`config.mk`:
```
export PLATFORM = sky130hd
export DESIGN_NAME = tvs_sound_regs
export DESIGN_NICKNAME = d
export VERILOG_FILES = /design/src/verilog/tvs_pkg.sv /design/src/verilog/tvs_voice.sv /design/src/verilog/tvs_sound_regs.sv
export SDC_FILE = /design/constraint.sdc
export NUM_CORES = 1
export LEC_CHECK = 0
export ABC_AREA = 1
export BUFFER_PORTS_ARGS = -buffer_cell sky130_fd_sc_hd__buf_2
export CAP_MARGIN = 5
export CORE_MARGIN = 2
export CORE_UTILIZATION = 40
export DETAILED_ROUTE_END_ITERATION = 16
export PLACE_DENSITY_LB_ADDON = 0.15
export SLEW_MARGIN = 20
export SYNTH_ARGS = -nofsm -noshare
export SYNTH_HDL_FRONTEND = slang
export SYNTH_SLANG_ARGS = --single-unit
```
`constraint.sdc`:
```
create_clock -name CLOCK_I -period 16.95 [get_ports CLOCK_I]
set_input_delay 2.5425 -clock CLOCK_I [delete_from_list [all_inputs] [get_ports CLOCK_I]]
set_output_delay 2.5425 -clock CLOCK_I [all_outputs]
set_load 0.1 [all_outputs]
```
`src/verilog/tvs_pkg.sv`:
```
// Shared constants, types and address decode for the three-voice sound register bank.
package tvs_pkg;

    // ==========================================================
    // Address map
    localparam logic [15:0] BASE_ADDR      = 16'hd400;
    localparam int          NUM_VOICES     = 3;
    localparam logic [4:0]  VOICE_STRIDE   = 5'h07;
    localparam logic [4:0]  VOICE1_FIRST   = 5'h07;
    localparam logic [4:0]  VOICE2_FIRST   = 5'h0e;
    localparam logic [4:0]  VOICE_LIMIT    = 5'h15;
    localparam logic [4:0]  VOLUME_OFS     = 5'h18;

    // ==========================================================
    // Offsets inside one voice
    localparam logic [2:0]  OFS_FREQ_LOW   = 3'h0;
    localparam logic [2:0]  OFS_FREQ_HIGH  = 3'h1;
    localparam logic [2:0]  OFS_PULSE_LOW  = 3'h2;
    localparam logic [2:0]  OFS_PULSE_HIGH = 3'h3;
    localparam logic [2:0]  OFS_CONTROL    = 3'h4;
    localparam logic [2:0]  OFS_ATK_DECAY  = 3'h5;
    localparam logic [2:0]  OFS_SUS_REL    = 3'h6;

    // ==========================================================
    // Field positions and values
    localparam int          GATE_BIT       = 0;
    localparam logic [7:0]  NOISE_VALUE    = 8'h80;
    localparam logic [7:0]  REG_RESET      = 8'h00;
    localparam logic [7:0]  FULL_VOLUME    = 8'h0f;

    // ==========================================================
    // Types
    typedef struct packed {
        logic [7:0] freq_low;
        logic [7:0] freq_high;
        logic [7:0] pulse_low;
        logic [7:0] pulse_high;
        logic [7:0] control_gate;
        logic [7:0] attack_decay;
        logic [7:0] sustain_release;
    } tvs_voice_regs_t;

    typedef struct packed {
        logic [15:0] addr;
        logic [7:0]  data;
        logic        wr;
        logic        rd;
    } tvs_bus_req_t;

    typedef struct packed {
        logic       voice_hit;
        logic [1:0] voice;
        logic [2:0] ofs;
        logic       volume_hit;
    } tvs_decode_t;

    // ==========================================================
    // Decode of a host address into voice, offset or volume.
    function automatic tvs_decode_t tvs_decode(input logic [15:0] addr);
        tvs_decode_t d;
        logic [15:0] rel;
        logic [4:0]  r5;
        d   = '0;
        rel = addr - BASE_ADDR;
        r5  = rel[4:0];
        if (addr >= BASE_ADDR && rel[15:5] == 11'h000) begin
            if (r5 < VOICE1_FIRST) begin
                d.voice_hit = 1'b1;
                d.voice     = 2'h0;
                d.ofs       = r5[2:0];
            end else if (r5 < VOICE2_FIRST) begin
                d.voice_hit = 1'b1;
                d.voice     = 2'h1;
                d.ofs       = 3'(r5 - VOICE1_FIRST);
            end else if (r5 < VOICE_LIMIT) begin
                d.voice_hit = 1'b1;
                d.voice     = 2'h2;
                d.ofs       = 3'(r5 - VOICE2_FIRST);
            end else if (r5 == VOLUME_OFS) begin
                d.volume_hit = 1'b1;
            end
        end
        return d;
    endfunction

    // Byte of a voice group selected by its offset.
    function automatic logic [7:0] tvs_pick(input tvs_voice_regs_t v, input logic [2:0] ofs);
        logic [7:0] b;
        b = 8'h00;
        unique case (ofs)
            OFS_FREQ_LOW:   b = v.freq_low;
            OFS_FREQ_HIGH:  b = v.freq_high;
            OFS_PULSE_LOW:  b = v.pulse_low;
            OFS_PULSE_HIGH: b = v.pulse_high;
            OFS_CONTROL:    b = v.control_gate;
            OFS_ATK_DECAY:  b = v.attack_decay;
            OFS_SUS_REL:    b = v.sustain_release;
            default:        b = 8'h00;
        endcase
        return b;
    endfunction

endpackage

```
`src/verilog/tvs_voice.sv`:
```
// Register group of one voice: frequency, pulse, control with gate, envelope.
`timescale 1ns/10ps
module tvs_voice
    import tvs_pkg::*;
(
    input  wire logic                     clk_i,
    input  wire logic                     rst_i,
    input  wire logic                     wr_i,
    input  wire logic [2:0]               ofs_i,
    input  wire logic [7:0]               data_i,
    output tvs_pkg::tvs_voice_regs_t      regs_o
);

    tvs_voice_regs_t st;
    tvs_voice_regs_t next_st;

    // ==========================================================
    // Register update
    always_comb begin
        next_st = st;
        if (wr_i) begin
            unique case (ofs_i)
                // RULE_02 frequency byte pair
                OFS_FREQ_LOW:   next_st.freq_low        = data_i;
                OFS_FREQ_HIGH:  next_st.freq_high       = data_i;
                OFS_PULSE_LOW:  next_st.pulse_low       = data_i;
                OFS_PULSE_HIGH: next_st.pulse_high      = data_i;
                // RULE_03 control write gates voice
                OFS_CONTROL:    next_st.control_gate    = data_i;
                // RULE_06 envelope register pair
                OFS_ATK_DECAY:  next_st.attack_decay    = data_i;
                OFS_SUS_REL:    next_st.sustain_release = data_i;
                default:        next_st = st;
            endcase
        end
    end

    always_ff @(posedge clk_i or posedge rst_i) begin
        if (rst_i) begin
            st <= '0;
        end else begin
            st <= next_st;
        end
    end

    assign regs_o = st;
endmodule

```
`src/verilog/tvs_sound_regs.sv`:
```
// Top of the three-voice sound register bank on the host memory bus.
`timescale 1ns/10ps
// ==========================================================
// How it works
// RULE_01 - Three independent voices, seven registers each.
// RULE_02 - Offsets 0 and 1 hold frequency low, high.
// RULE_03 - Control writes on value starts, off stops.
// RULE_04 - Register 24 is shared master volume.
// RULE_05 - Voices two, three at offsets 7, 14.
// RULE_06 - Offsets 5 and 6 hold envelope settings.
// RULE_07 - Register n sits at address 54272 plus n.
// RULE_08 - Host sets timbre through offsets 2 to 6.
// RULE_09 - Offsets 0 through 24 all accept writes; here writes to offsets 21 to 23 are ignored.
// RULE_10 - Frequency spans nine octaves, sixteen bits.
// RULE_11 - Control bit zero gates, upper bits pick waveform.
module tvs_sound_regs
    import tvs_pkg::*;
(
    input  wire logic                                CLOCK_I,
    input  wire logic                                SYS_RST_I,
    input  wire tvs_pkg::tvs_bus_req_t               BUS_I,
    output logic [7:0]                               BUS_RDATA_O,
    output logic                                     BUS_RVALID_O,
    output tvs_pkg::tvs_voice_regs_t [2:0]           VOICE_O,
    output logic [2:0]                               VOICE_GATE_O,
    output logic [2:0][15:0]                         VOICE_FREQ_O,
    output logic [7:0]                               MASTER_VOLUME_O
);

    typedef struct packed {
        logic [7:0] rd_data;
        logic       rd_valid;
        logic [7:0] master_volume;
    } tvs_top_state_t;

    tvs_top_state_t              st;
    tvs_top_state_t              next_st;
    tvs_decode_t                 dec;
    tvs_voice_regs_t [2:0]       voice_regs;
    logic [2:0]                  voice_wr;

    // ==========================================================
    // Address decode
    // RULE_07 window at fixed base
    assign dec = tvs_decode(BUS_I.addr);

    // ==========================================================
    // Voice groups
    // RULE_05 strided write steering
    // RULE_09 voice offsets 0 to 20 take writes
    always_comb begin
        for (int i = 0; i < NUM_VOICES; i++) begin
            voice_wr[i] = BUS_I.wr && dec.voice_hit && dec.voice == 2'(i);
        end
    end

    // RULE_01 three independent voice groups
    for (genvar g = 0; g < NUM_VOICES; g++) begin : g_voice
        tvs_voice u_voice (
            .clk_i  (CLOCK_I),
            .rst_i  (SYS_RST_I),
            .wr_i   (voice_wr[g]),
            .ofs_i  (dec.ofs),
            .data_i (BUS_I.data),
            .regs_o (voice_regs[g])
        );
        // RULE_11 gate is control bit zero
        assign VOICE_GATE_O[g] = voice_regs[g].control_gate[GATE_BIT];
        // RULE_10 full sixteen bit pitch word
        assign VOICE_FREQ_O[g] = {voice_regs[g].freq_high, voice_regs[g].freq_low};
    end

    assign VOICE_O = voice_regs;

    // ==========================================================
    // Volume and read-back
    // A read in the same cycle as a write returns the value held before that write.
    always_comb begin
        next_st          = st;
        next_st.rd_valid = 1'b0;
        // RULE_04 shared master volume
        if (BUS_I.wr && dec.volume_hit) begin
            next_st.master_volume = BUS_I.data;
        end
        if (BUS_I.rd) begin
            next_st.rd_valid = 1'b1;
            if (dec.voice_hit) begin
                next_st.rd_data = tvs_pick(voice_regs[dec.voice], dec.ofs);
            end else if (dec.volume_hit) begin
                next_st.rd_data = st.master_volume;
            end else begin
                next_st.rd_data = 8'h00;
            end
        end
    end

    always_ff @(posedge CLOCK_I or posedge SYS_RST_I) begin
        if (SYS_RST_I) begin
            st <= '0;
        end else begin
            st <= next_st;
        end
    end

    assign BUS_RDATA_O     = st.rd_data;
    assign BUS_RVALID_O    = st.rd_valid;
    assign MASTER_VOLUME_O = st.master_volume;
endmodule

```
Word level (Yosys, flattened, before mapping). Cells that the tools add are included.

Muxes and demuxes: 14. $lt $le $gt $ge: 5. Reductions and logical operators: 30. Equal/unequal tests: 9. Add/subtract/negate cells: 3.

Operators with widths (count): binary-select mux 56 bit (select 2 bit) (1); 2-to-1 mux 56 bit (1); one-hot mux 8 bit (7 select lines) (1); AND reduction 2 bit (21); 2-to-1 mux 6 bit (3); >= comparator 16 bit (second input constant) (1); 2-to-1 mux 8 bit (2); subtractor 16 bit (second input constant) (1); logical NOT 11 bit (1); == test 3 bit (second input constant) (3); 2-to-1 mux 7 bit (1); == test 3 x 2 -> 1 bit (second input constant) (2); logical AND 1 bit (6); subtractor 3 bit (second input constant) (2); == test 5 bit (second input constant) (1); < comparator 5 x 3 -> 1 bit (second input constant) (1); < comparator 5 x 4 -> 1 bit (second input constant) (1); < comparator 5 bit (second input constant) (1); 2-to-1 mux 1 bit (5); == test 3 x 1 -> 1 bit (second input constant) (1); logical NOT 3 bit (1); < comparator 2 x 3 -> 1 bit (second input constant) (1); == test 2 x 1 -> 1 bit (second input constant) (1); == test 2 bit (second input constant) (1); logical NOT 2 bit (1).

Output and inout bits: 236. Input bits: 28. Word-level logic and storage cells: 85. Register bits: 185.

Logic depth before layout (Yosys ltp). Gate-level depths: netlist of run 1.

Depth after elaboration: 11. Mapped depth: 17. Mapped depth without buffers: 17.

Cells and area by module. From an unflattened synthesis of run 1, not the netlist that was laid out.

Cell total of the unflattened synthesis: 1365. Area total of the unflattened synthesis: 10048.4 um^2.

Modules (own cells, without submodules): tvs_voice (seq. area each 1401.3 um^2, cells each 254, area each 2272.2 um^2, times used 3); tvs_sound_regs (seq. area each 425.4 um^2, cells each 603, area each 3231.8 um^2, times used 1).

Least setup slack after synthesis of run 1. OpenSTA, ideal clock, no wires.

Path kind: input-to-reg. Start point: input port BUS_I[20] in the netlist's numbering. End point: register g_voice[0].u_voice.st, in the netlist g_voice[0].u_voice.regs_o[43]. Path buffers: 1. Setup time: 0.128 ns. Slack: 12.463 ns. Stages: 12. Data required time: 16.822 ns. Arrival time: 4.358 ns. Cell sequence: inv_1 > ha_1 > nand2_1 > inv_1 > nand3_1 > nor2_4 > nand4_2 > nor3_4 > nand2_4 > buf_6 > nand2_1 > o21ai_2.

Longest elaborated chain between the ends: 7. Elaborated cells on any way between the ends: 10. Those cells by class: 1 x add/sub; 1 x order compare; 1 x eq/ne; 1 x mux; 6 x reduce/logical.

Ends and longest elaborated chain: start: declaration (RTL line tvs_sound_regs.sv:21) `input wire tvs_pkg::tvs_bus_req_t BUS_I,`; subtractor 16 bit (RTL line tvs_pkg.sv:64) `rel = addr - BASE_ADDR;`; logical NOT 11 bit (RTL line tvs_pkg.sv:66) `if (addr >= BASE_ADDR && rel[15:5] == 11'h000) begin`; logical AND 1 bit (*) (RTL line tvs_pkg.sv:66); 2-to-1 mux 7 bit (*) (RTL line tvs_pkg.sv:66); logical NOT 2 bit / logical AND 1 bit (equally long branches) (RTL line tvs_sound_regs.sv:53) `voice_wr[i] = BUS_I.wr && dec.voice_hit && dec.voice == 2'(i);`; logical AND 1 bit (RTL line tvs_sound_regs.sv:53); AND reduction 2 bit (no source line) (*); end signal: assignment (RTL line tvs_voice.sv:42) `st <= next_st;`; end: declaration (RTL line tvs_voice.sv:14) `tvs_voice_regs_t st;`.

Mark *: on every way between the ends. The rest lies on a longest branch, timed or not. A chain may end at the register's enable or synchronous reset.

Worst setup path after layout of run 1.
Start point: input port BUS_I[12] in the netlist's numbering. End point: register st, in the netlist BUS_RDATA_O[1].

Longest elaborated chain between the ends: 10. Elaborated cells on any way between the ends: 30. Those cells by class: 3 x add/sub; 4 x order compare; 7 x eq/ne; 13 x mux; 3 x reduce/logical.

Ends and longest elaborated chain: subtractor 16 bit (RTL line tvs_pkg.sv:64); < comparator 5 bit (RTL line tvs_pkg.sv:75) `end else if (r5 < VOICE_LIMIT) begin`; 2-to-1 mux 6 bit (RTL line tvs_pkg.sv:75); 2-to-1 mux 6 bit (RTL line tvs_pkg.sv:71) `end else if (r5 < VOICE2_FIRST) begin`; 2-to-1 mux 6 bit (RTL line tvs_pkg.sv:67) `if (r5 < VOICE1_FIRST) begin`; 2-to-1 mux 7 bit (*) (RTL line tvs_pkg.sv:66); binary-select mux 56 bit (select 2 bit) (RTL line tvs_sound_regs.sv:88) `next_st.rd_data = tvs_pick(voice_regs[dec.voice], dec.ofs);`; 2-to-1 mux 56 bit (not written as such) (RTL line tvs_sound_regs.sv:88); one-hot mux 8 bit (7 select lines) (RTL line tvs_pkg.sv:90) `unique case (ofs)`; 2-to-1 mux 8 bit (*) (RTL line tvs_sound_regs.sv:87) `if (dec.voice_hit) begin`; end signal: assignment (RTL line tvs_sound_regs.sv:101) `st <= next_st;`; end: declaration (RTL line tvs_sound_regs.sv:36) `tvs_top_state_t st;`.

Mark *: on every way between the ends. The rest lies on a longest branch, timed or not. The select of a mux whose other input is x is not followed.

==> impl_metrics.env, run 1 <==
export IMPL_clock_latency_ns=0.44
export IMPL_htreeDepth=4
export IMPL_setup_viol=0
export IMPL_hp_class="flop to flop"
export IMPL_dieArea_um2=25200
export IMPL_crit_type="input port to flop"
export IMPL_drive_gt1_share_pct=26.4
export IMPL_finalHoldViolCount=0
export IMPL_status="finished, final reports clean"
export IMPL_fin_crit_sh_pct=29.6
export IMPL_synth_async_reset_ratio_pct=100
export IMPL_die_h_um=159
export IMPL_routed_wl_um=32400
export IMPL_synth_cells=1209
export IMPL_start_util_pct=40.8
export IMPL_grt_setup_unrepaired="false"
export IMPL_min_period_ns=5.01
export IMPL_start_kind="input port"
export IMPL_hpwlAfterDp_um=23000
export IMPL_synth_distinct_cells=31
export IMPL_antenna_found_initial=0
export IMPL_synth_top_area_share_pct=48.3
export IMPL_final_area_um2=11200
export IMPL_setup_ws_ns=11.94
export IMPL_worstPathArrival_ns=5.34
export IMPL_fmax_ghz=0.200
export IMPL_ios=264
export IMPL_cts_root_buf="clkbuf_16"
export IMPL_place_gp_congestion=0.865
export IMPL_p_per_area_nw_per_um2=82.8
export IMPL_vdd_ir_drop_max_mv=0.0726
export IMPL_grt_ovfl_total=0
export IMPL_synth_top_cell_by_area="dfrtp_1"
export IMPL_vias_per_cell=5.05
export IMPL_n_fill_cell=2358
export IMPL_drt_initial_drc_count=737
export IMPL_cts_resized=0
export IMPL_first_pass_iters=6
export IMPL_holdWs_ns=0.513
export IMPL_synth_seq_cells=185
export IMPL_worst_pin_slew_ns=1.11
export IMPL_cts_buffers=17
export IMPL_grt_max_degree=73
export IMPL_drc_errors=0
export IMPL_detail_route_antenna_nets=0
export IMPL_slew_viol_final=0
export IMPL_io_buffers=263
export IMPL_syn_num_nets=1243
export IMPL_grt_pass1_wl_um=49800
export IMPL_yosysWarnings=0
export IMPL_cts_hold_buf=0
export IMPL_synth_area_um2=9590
export IMPL_syn2layout_area_growth_pct=17.3
export IMPL_post_cts_buffers=0
export IMPL_num_vias=8688
export IMPL_grtUsageTotal_pct=25.6
export IMPL_clock_path_buffers=2
export IMPL_synth_top_flop_cell="dfrtp_1"
export IMPL_synth_area_per_cell_um2=7.93
export IMPL_diodes=0
export IMPL_die_w_um=159
export IMPL_synth_edf_count=0
export IMPL_synth_sequential_area_ratio_pct=48.3
export IMPL_dp_slack_ns=11.25
export IMPL_cts_tree="done"
export IMPL_nNetsFinal=1423
export IMPL_core_um2=23500
export IMPL_cts_sink_count=185
export IMPL_worstSetupEndpointType="flop"
export IMPL_crit_required_ns=17.28
export IMPL_tns_ns=0
export IMPL_total_leakage_power_uw=0.00622
export IMPL_path_clk_slew_ns=0.07
export IMPL_slew_headroom_pct=26.0
export IMPL_clock_skew_ns=0.0137
export IMPL_crit_fanout=28
export IMPL_maxCapViolCount=0
export IMPL_synth_area_leaders="dfrtp_1, nand2_1, o21ai_0"
export IMPL_rows=56
export IMPL_dpl_instance_area_um2=10600
export IMPL_wire_per_inst_um=18.8
export IMPL_grt_pass1_vias=8134
[cell families after synthesis]
logic type | Yosys count | share of synthesized area [%]
adder cells (fa/ha/maj) | 6 | 0.783
buffers and inverters | 164 | 9.92
AND/OR/NAND/NOR | 658 | 30.1
AO/OA/AOI/OAI | 196 | 10.9
flip-flops | 185 | 48.3
[power breakdown]
| group | internal, uW | switching, uW | leakage, uW |
|---|---|---|---|
| registers | 443 | 1.62 | 0.00257 |
| logic | 8.26 | 45.6 | 0.00334 |
| clock network | 253 | 181 | 0.000309 |
| total | 704 | 228 | 0.00622 |
[final cells by class]
class	count	area, um2	share of cell area (%)
Clock inverter	13	190	1.69
Timing Repair Buffer	268	1350	12.0
Sequential cell	185	4630	41.2
Inverter	57	219	1.95
Multi-Input combinational cell	860	4010	35.7
Clock buffer	19	443	3.94
Tap cell	319	399	3.55
[flip-flops by register name (all words and copies together), names as in the netlist]
signal,cells
BUS_RDATA_O,8
BUS_RVALID_O,1
MASTER_VOLUME_O,8
g_voice.u_voice.regs_o,168
[cells in the mapped netlist, drive strengths merged (4+ instances only)]
library cell and instances:
nor2 69, ha 6, nor3 4, a21oi 19, dfrtp 185, clkbuf 27
nand4 6, o21ai 176, buf 79, nand3 94, inv 57, nand2 483
[layer usage]
layer	part of all wire [%]	GRT usage, %	vias up
met5	0	0	-
met4	2.7	8.22	0
li1	-	-	4204
met3	6.4	4.39	50
met2	45	39.1	344
met1	46	36.9	4090
[cell usage in the layout (no fill, tap or decap), drive strengths merged]
cell,n
ha,6
dfrtp,185
nor3,4
nand4,6
buf,268
o21ai,176
nand2,483
clkinvlp,1
inv,60
nand3b,1
nand3,94
a31oi,1
or2,1
clkbuf,19
a21oi,19
clkinv,5
bufinv,4
nor2,69
[path summary, 6_finish.rpt]
path,from,endpoint,slack (ns),cells after the start
min in group asynchronous,SYS_RST_I,g_voice[1].u_voice.regs_o[48],2.17,2
max in group asynchronous,SYS_RST_I,g_voice[1].u_voice.regs_o[46],13.41,3
setup / recovery,BUS_I[12],BUS_RDATA_O[1],11.94,14
hold / removal,g_voice[2].u_voice.regs_o[29],g_voice[2].u_voice.regs_o[29],0.51,2
hold reg to reg,g_voice[2].u_voice.regs_o[29],g_voice[2].u_voice.regs_o[29],0.51,2
setup reg to reg,g_voice[2].u_voice.regs_o[55],BUS_RDATA_O[7],15.51,7
[critical path, stage by stage]
cell and delay (ns):
buf_2 0.14, ha_1 0.22, a21oi_1 0.43, nand2_4 0.13
inv_1 0.23, nand3_2 0.59, nand3_1 0.29, nand3_1 0.13
nand2_1 0.12, nand2_1 0.08, nor2_1 0.19, nand2_1 0.08
nand2_1 0.08, a21oi_1 0.07
[metrics by stage]
stage | utilization [%] | instances | total power (uW)
after floorplan | - | 1209 | 490
after detailed placement | 45.2 | 1689 | 507
final | 47.9 | 1721 | 932
after global placement | 45.2 | 1689 | 507
after global routing | 47.9 | 1721 | 960
after CTS | 47.9 | 1721 | 939
No activity file was read; power rests on OpenSTA's default activity.
==> run 2: changes to the inputs <==
clock period = 4 ns   (was 16.95 ns; I/O delays follow)
==> run 2 against run 1 <==
- critical path depth stayed put
- core utilization about the same
- via count increased by 1.1%
- non-clock buffer count rose by 10
- setup slack worse by 11 ns
- clock skew shrank 0.0035 ns
- sequential cell count stayed put
- sequential share of layout area about the same
- routed wire length rose by 2.1%
- first-iteration DRC count down 2.7%
- die area did not move
- sequential power rose to 4.2 times the previous value
- critical endpoint unchanged
==> impl_metrics.env, run 2 (synthesis results as in run 1) <==
export IMPL_reg2reg_to="BUS_RDATA_O[7]"
export IMPL_htreeDepth=4
export IMPL_detail_route_antenna_nets=0
export IMPL_grt_max_degree=76
export IMPL_crit_end="BUS_RDATA_O[1]"
export IMPL_core_um2=23500
export IMPL_n_fill_cell=2406
export IMPL_worst_pin_slew_ns=1.12
export IMPL_worstSetupEndpointType="flop"
export IMPL_grt_pass1_wl_um=51000
export IMPL_critPathBufInv=2
export IMPL_tns_ns=0
export IMPL_crit_type="input port to flop"
export IMPL_die_h_um=159
export IMPL_cp_slowest_cell="nand3_2"
export IMPL_diodes=0
export IMPL_cts_sink_count=185
export IMPL_cp_top_family="simple AND/OR/NAND/NOR gates"
export IMPL_cts_resized=0
export IMPL_cts_buffers=17
export IMPL_cp_cell_sequence="buf_2 > ha_1 > a21oi_1 > nand2_4 > inv_1 > nand3_2 > nand3_1 > nand3_1 > nand2_1 > nand2_1 > nor2_1 > nand2_1 > nand2_1 > a21oi_1"
export IMPL_wire_per_inst_um=19.1
export IMPL_rrSetupSlack_ns=2.59
export IMPL_grt_ovfl_total=0
export IMPL_grt_setup_unrepaired="false"
export IMPL_num_vias=8780
export IMPL_path_clk_slew_ns=0.07
export IMPL_p_per_area_nw_per_um2=328
export IMPL_grt_pass1_vias=8174
export IMPL_first_pass_iters=5
export IMPL_hp_class="input port to async pin"
export IMPL_drive_gt1_share_pct=26.8
export IMPL_rows=56
export IMPL_drc_errors=0
export IMPL_cts_root_buf="clkbuf_16"
export IMPL_finalPower_uw=3700
export IMPL_vias_per_cell=5.07
export IMPL_cpMostUsedCell="nand2_1"
export IMPL_routed_wl_um=33100
export IMPL_drt_initial_drc_count=717
export IMPL_cts_tree="done"
export IMPL_fin_crit_sh_pct=72.2
export IMPL_slew_headroom_pct=25.0
export IMPL_largest_register_ffs=168
export IMPL_clock_skew_ns=0.0102
export IMPL_worstPathArrival_ns=3.21
export IMPL_die_w_um=159
export IMPL_min_period_ns=2.89
export IMPL_antenna_found_initial=0
export IMPL_clock_path_buffers=2
export IMPL_slew_viol_final=0
export IMPL_crit_required_ns=4.32
export IMPL_r2r_start="g_voice[1].u_voice.regs_o[39]"
export IMPL_fmax_ghz=0.346
export IMPL_maxCapViolCount=0
export IMPL_grtUsageTotal_pct=26.1
export IMPL_cts_hold_buf=0
export IMPL_start_util_pct=40.8
export IMPL_critPathMaxStageDelay_ns=0.53
export IMPL_layout_common_cells="nand2_1, buf_2, dfrtp_1"
export IMPL_crit_fanout=25
export IMPL_total_leakage_power_uw=0.00622
export IMPL_place_gp_congestion=0.919
export IMPL_setup_viol=0
export IMPL_path_depth=14
export IMPL_clock_latency_ns=0.44
export IMPL_status="finished, final reports clean"
export IMPL_crit_path_start="BUS_I[11]"
export IMPL_mostFrequentLayoutCell="nand2_1"
export IMPL_syn2layout_area_growth_pct=17.3
export IMPL_start_kind="input port"
export IMPL_hpwlAfterDp_um=23700
export IMPL_nNetsFinal=1433
export IMPL_vdd_ir_drop_max_mv=0.263
export IMPL_finalHoldViolCount=0
export IMPL_ios=264
export IMPL_post_cts_buffers=0
export IMPL_reg2reg_depth=10
export IMPL_dieArea_um2=25200
export IMPL_io_buffers=263
-- run 2: cell types whose count changed in the layout (fill, tap and decap cells not counted), sizes merged --
| cell | change |
|---|---|
| bufinv | -4 |
| clkinvlp | +3 |
| buf | +10 |
| clkinv | +1 |
-- run 2: power breakdown --
| group | internal [uW] | total (uW) | switching, uW |
|---|---|---|---|
| registers | 1880 | 1880 | 7.23 |
| clock network | 801 | 1580 | 776 |
| logic | 40.8 | 234 | 194 |
| total | 2720 | 3700 | 977 |
-- run 2: worst min-delay path by stage --
stage | end | slack (ns) | start
after floorplan | BUS_RVALID_O | 0.63 | BUS_I[0]
after global placement | g_voice[0].u_voice.regs_o[22] | 0.49 | g_voice[0].u_voice.regs_o[22]
after detailed placement | g_voice[0].u_voice.regs_o[22] | 0.49 | g_voice[0].u_voice.regs_o[22]
after CTS | g_voice[0].u_voice.regs_o[16] | 0.42 | SYS_RST_I
after global routing | g_voice[1].u_voice.regs_o[52] | 0.14 | SYS_RST_I
final | g_voice[1].u_voice.regs_o[52] | 0.14 | SYS_RST_I
-- run 2: per-layer routing --
metal	vias up	GRT usage (%)	wire length, um
met4	0	8.17	828
met2	322	39.6	14900
li1	4213	-	-
met5	-	0	0
met1	4204	38.2	15400
met3	41	4.23	2010
-- run 2: final cells by class --
| cell class | count | area [um2] | area share, % |
|---|---|---|---|
| Clock buffer | 19 | 433 | 3.85 |
| Clock inverter | 13 | 95.1 | 0.845 |
| Inverter | 57 | 218 | 1.94 |
| Multi-Input combinational cell | 860 | 4010 | 35.6 |
| Sequential cell | 185 | 4630 | 41.2 |
| Tap cell | 319 | 399 | 3.55 |
| Timing Repair Buffer | 278 | 1470 | 13.0 |
-- run 2: stage by stage --
step	hold slack, ns	std cells	instance area, um2	util, %	setup WS, ns
finish	0.141	1731	11200	47.9	1.11
global route	0.143	1731	11200	47.9	0.864
CTS	0.416	1730	11200	47.8	1.18
detailed placement	0.486	1698	10700	45.6	0.719
global placement	0.489	1698	10700	45.6	0.737
floorplan	0.631	1209	9590	-	1.02
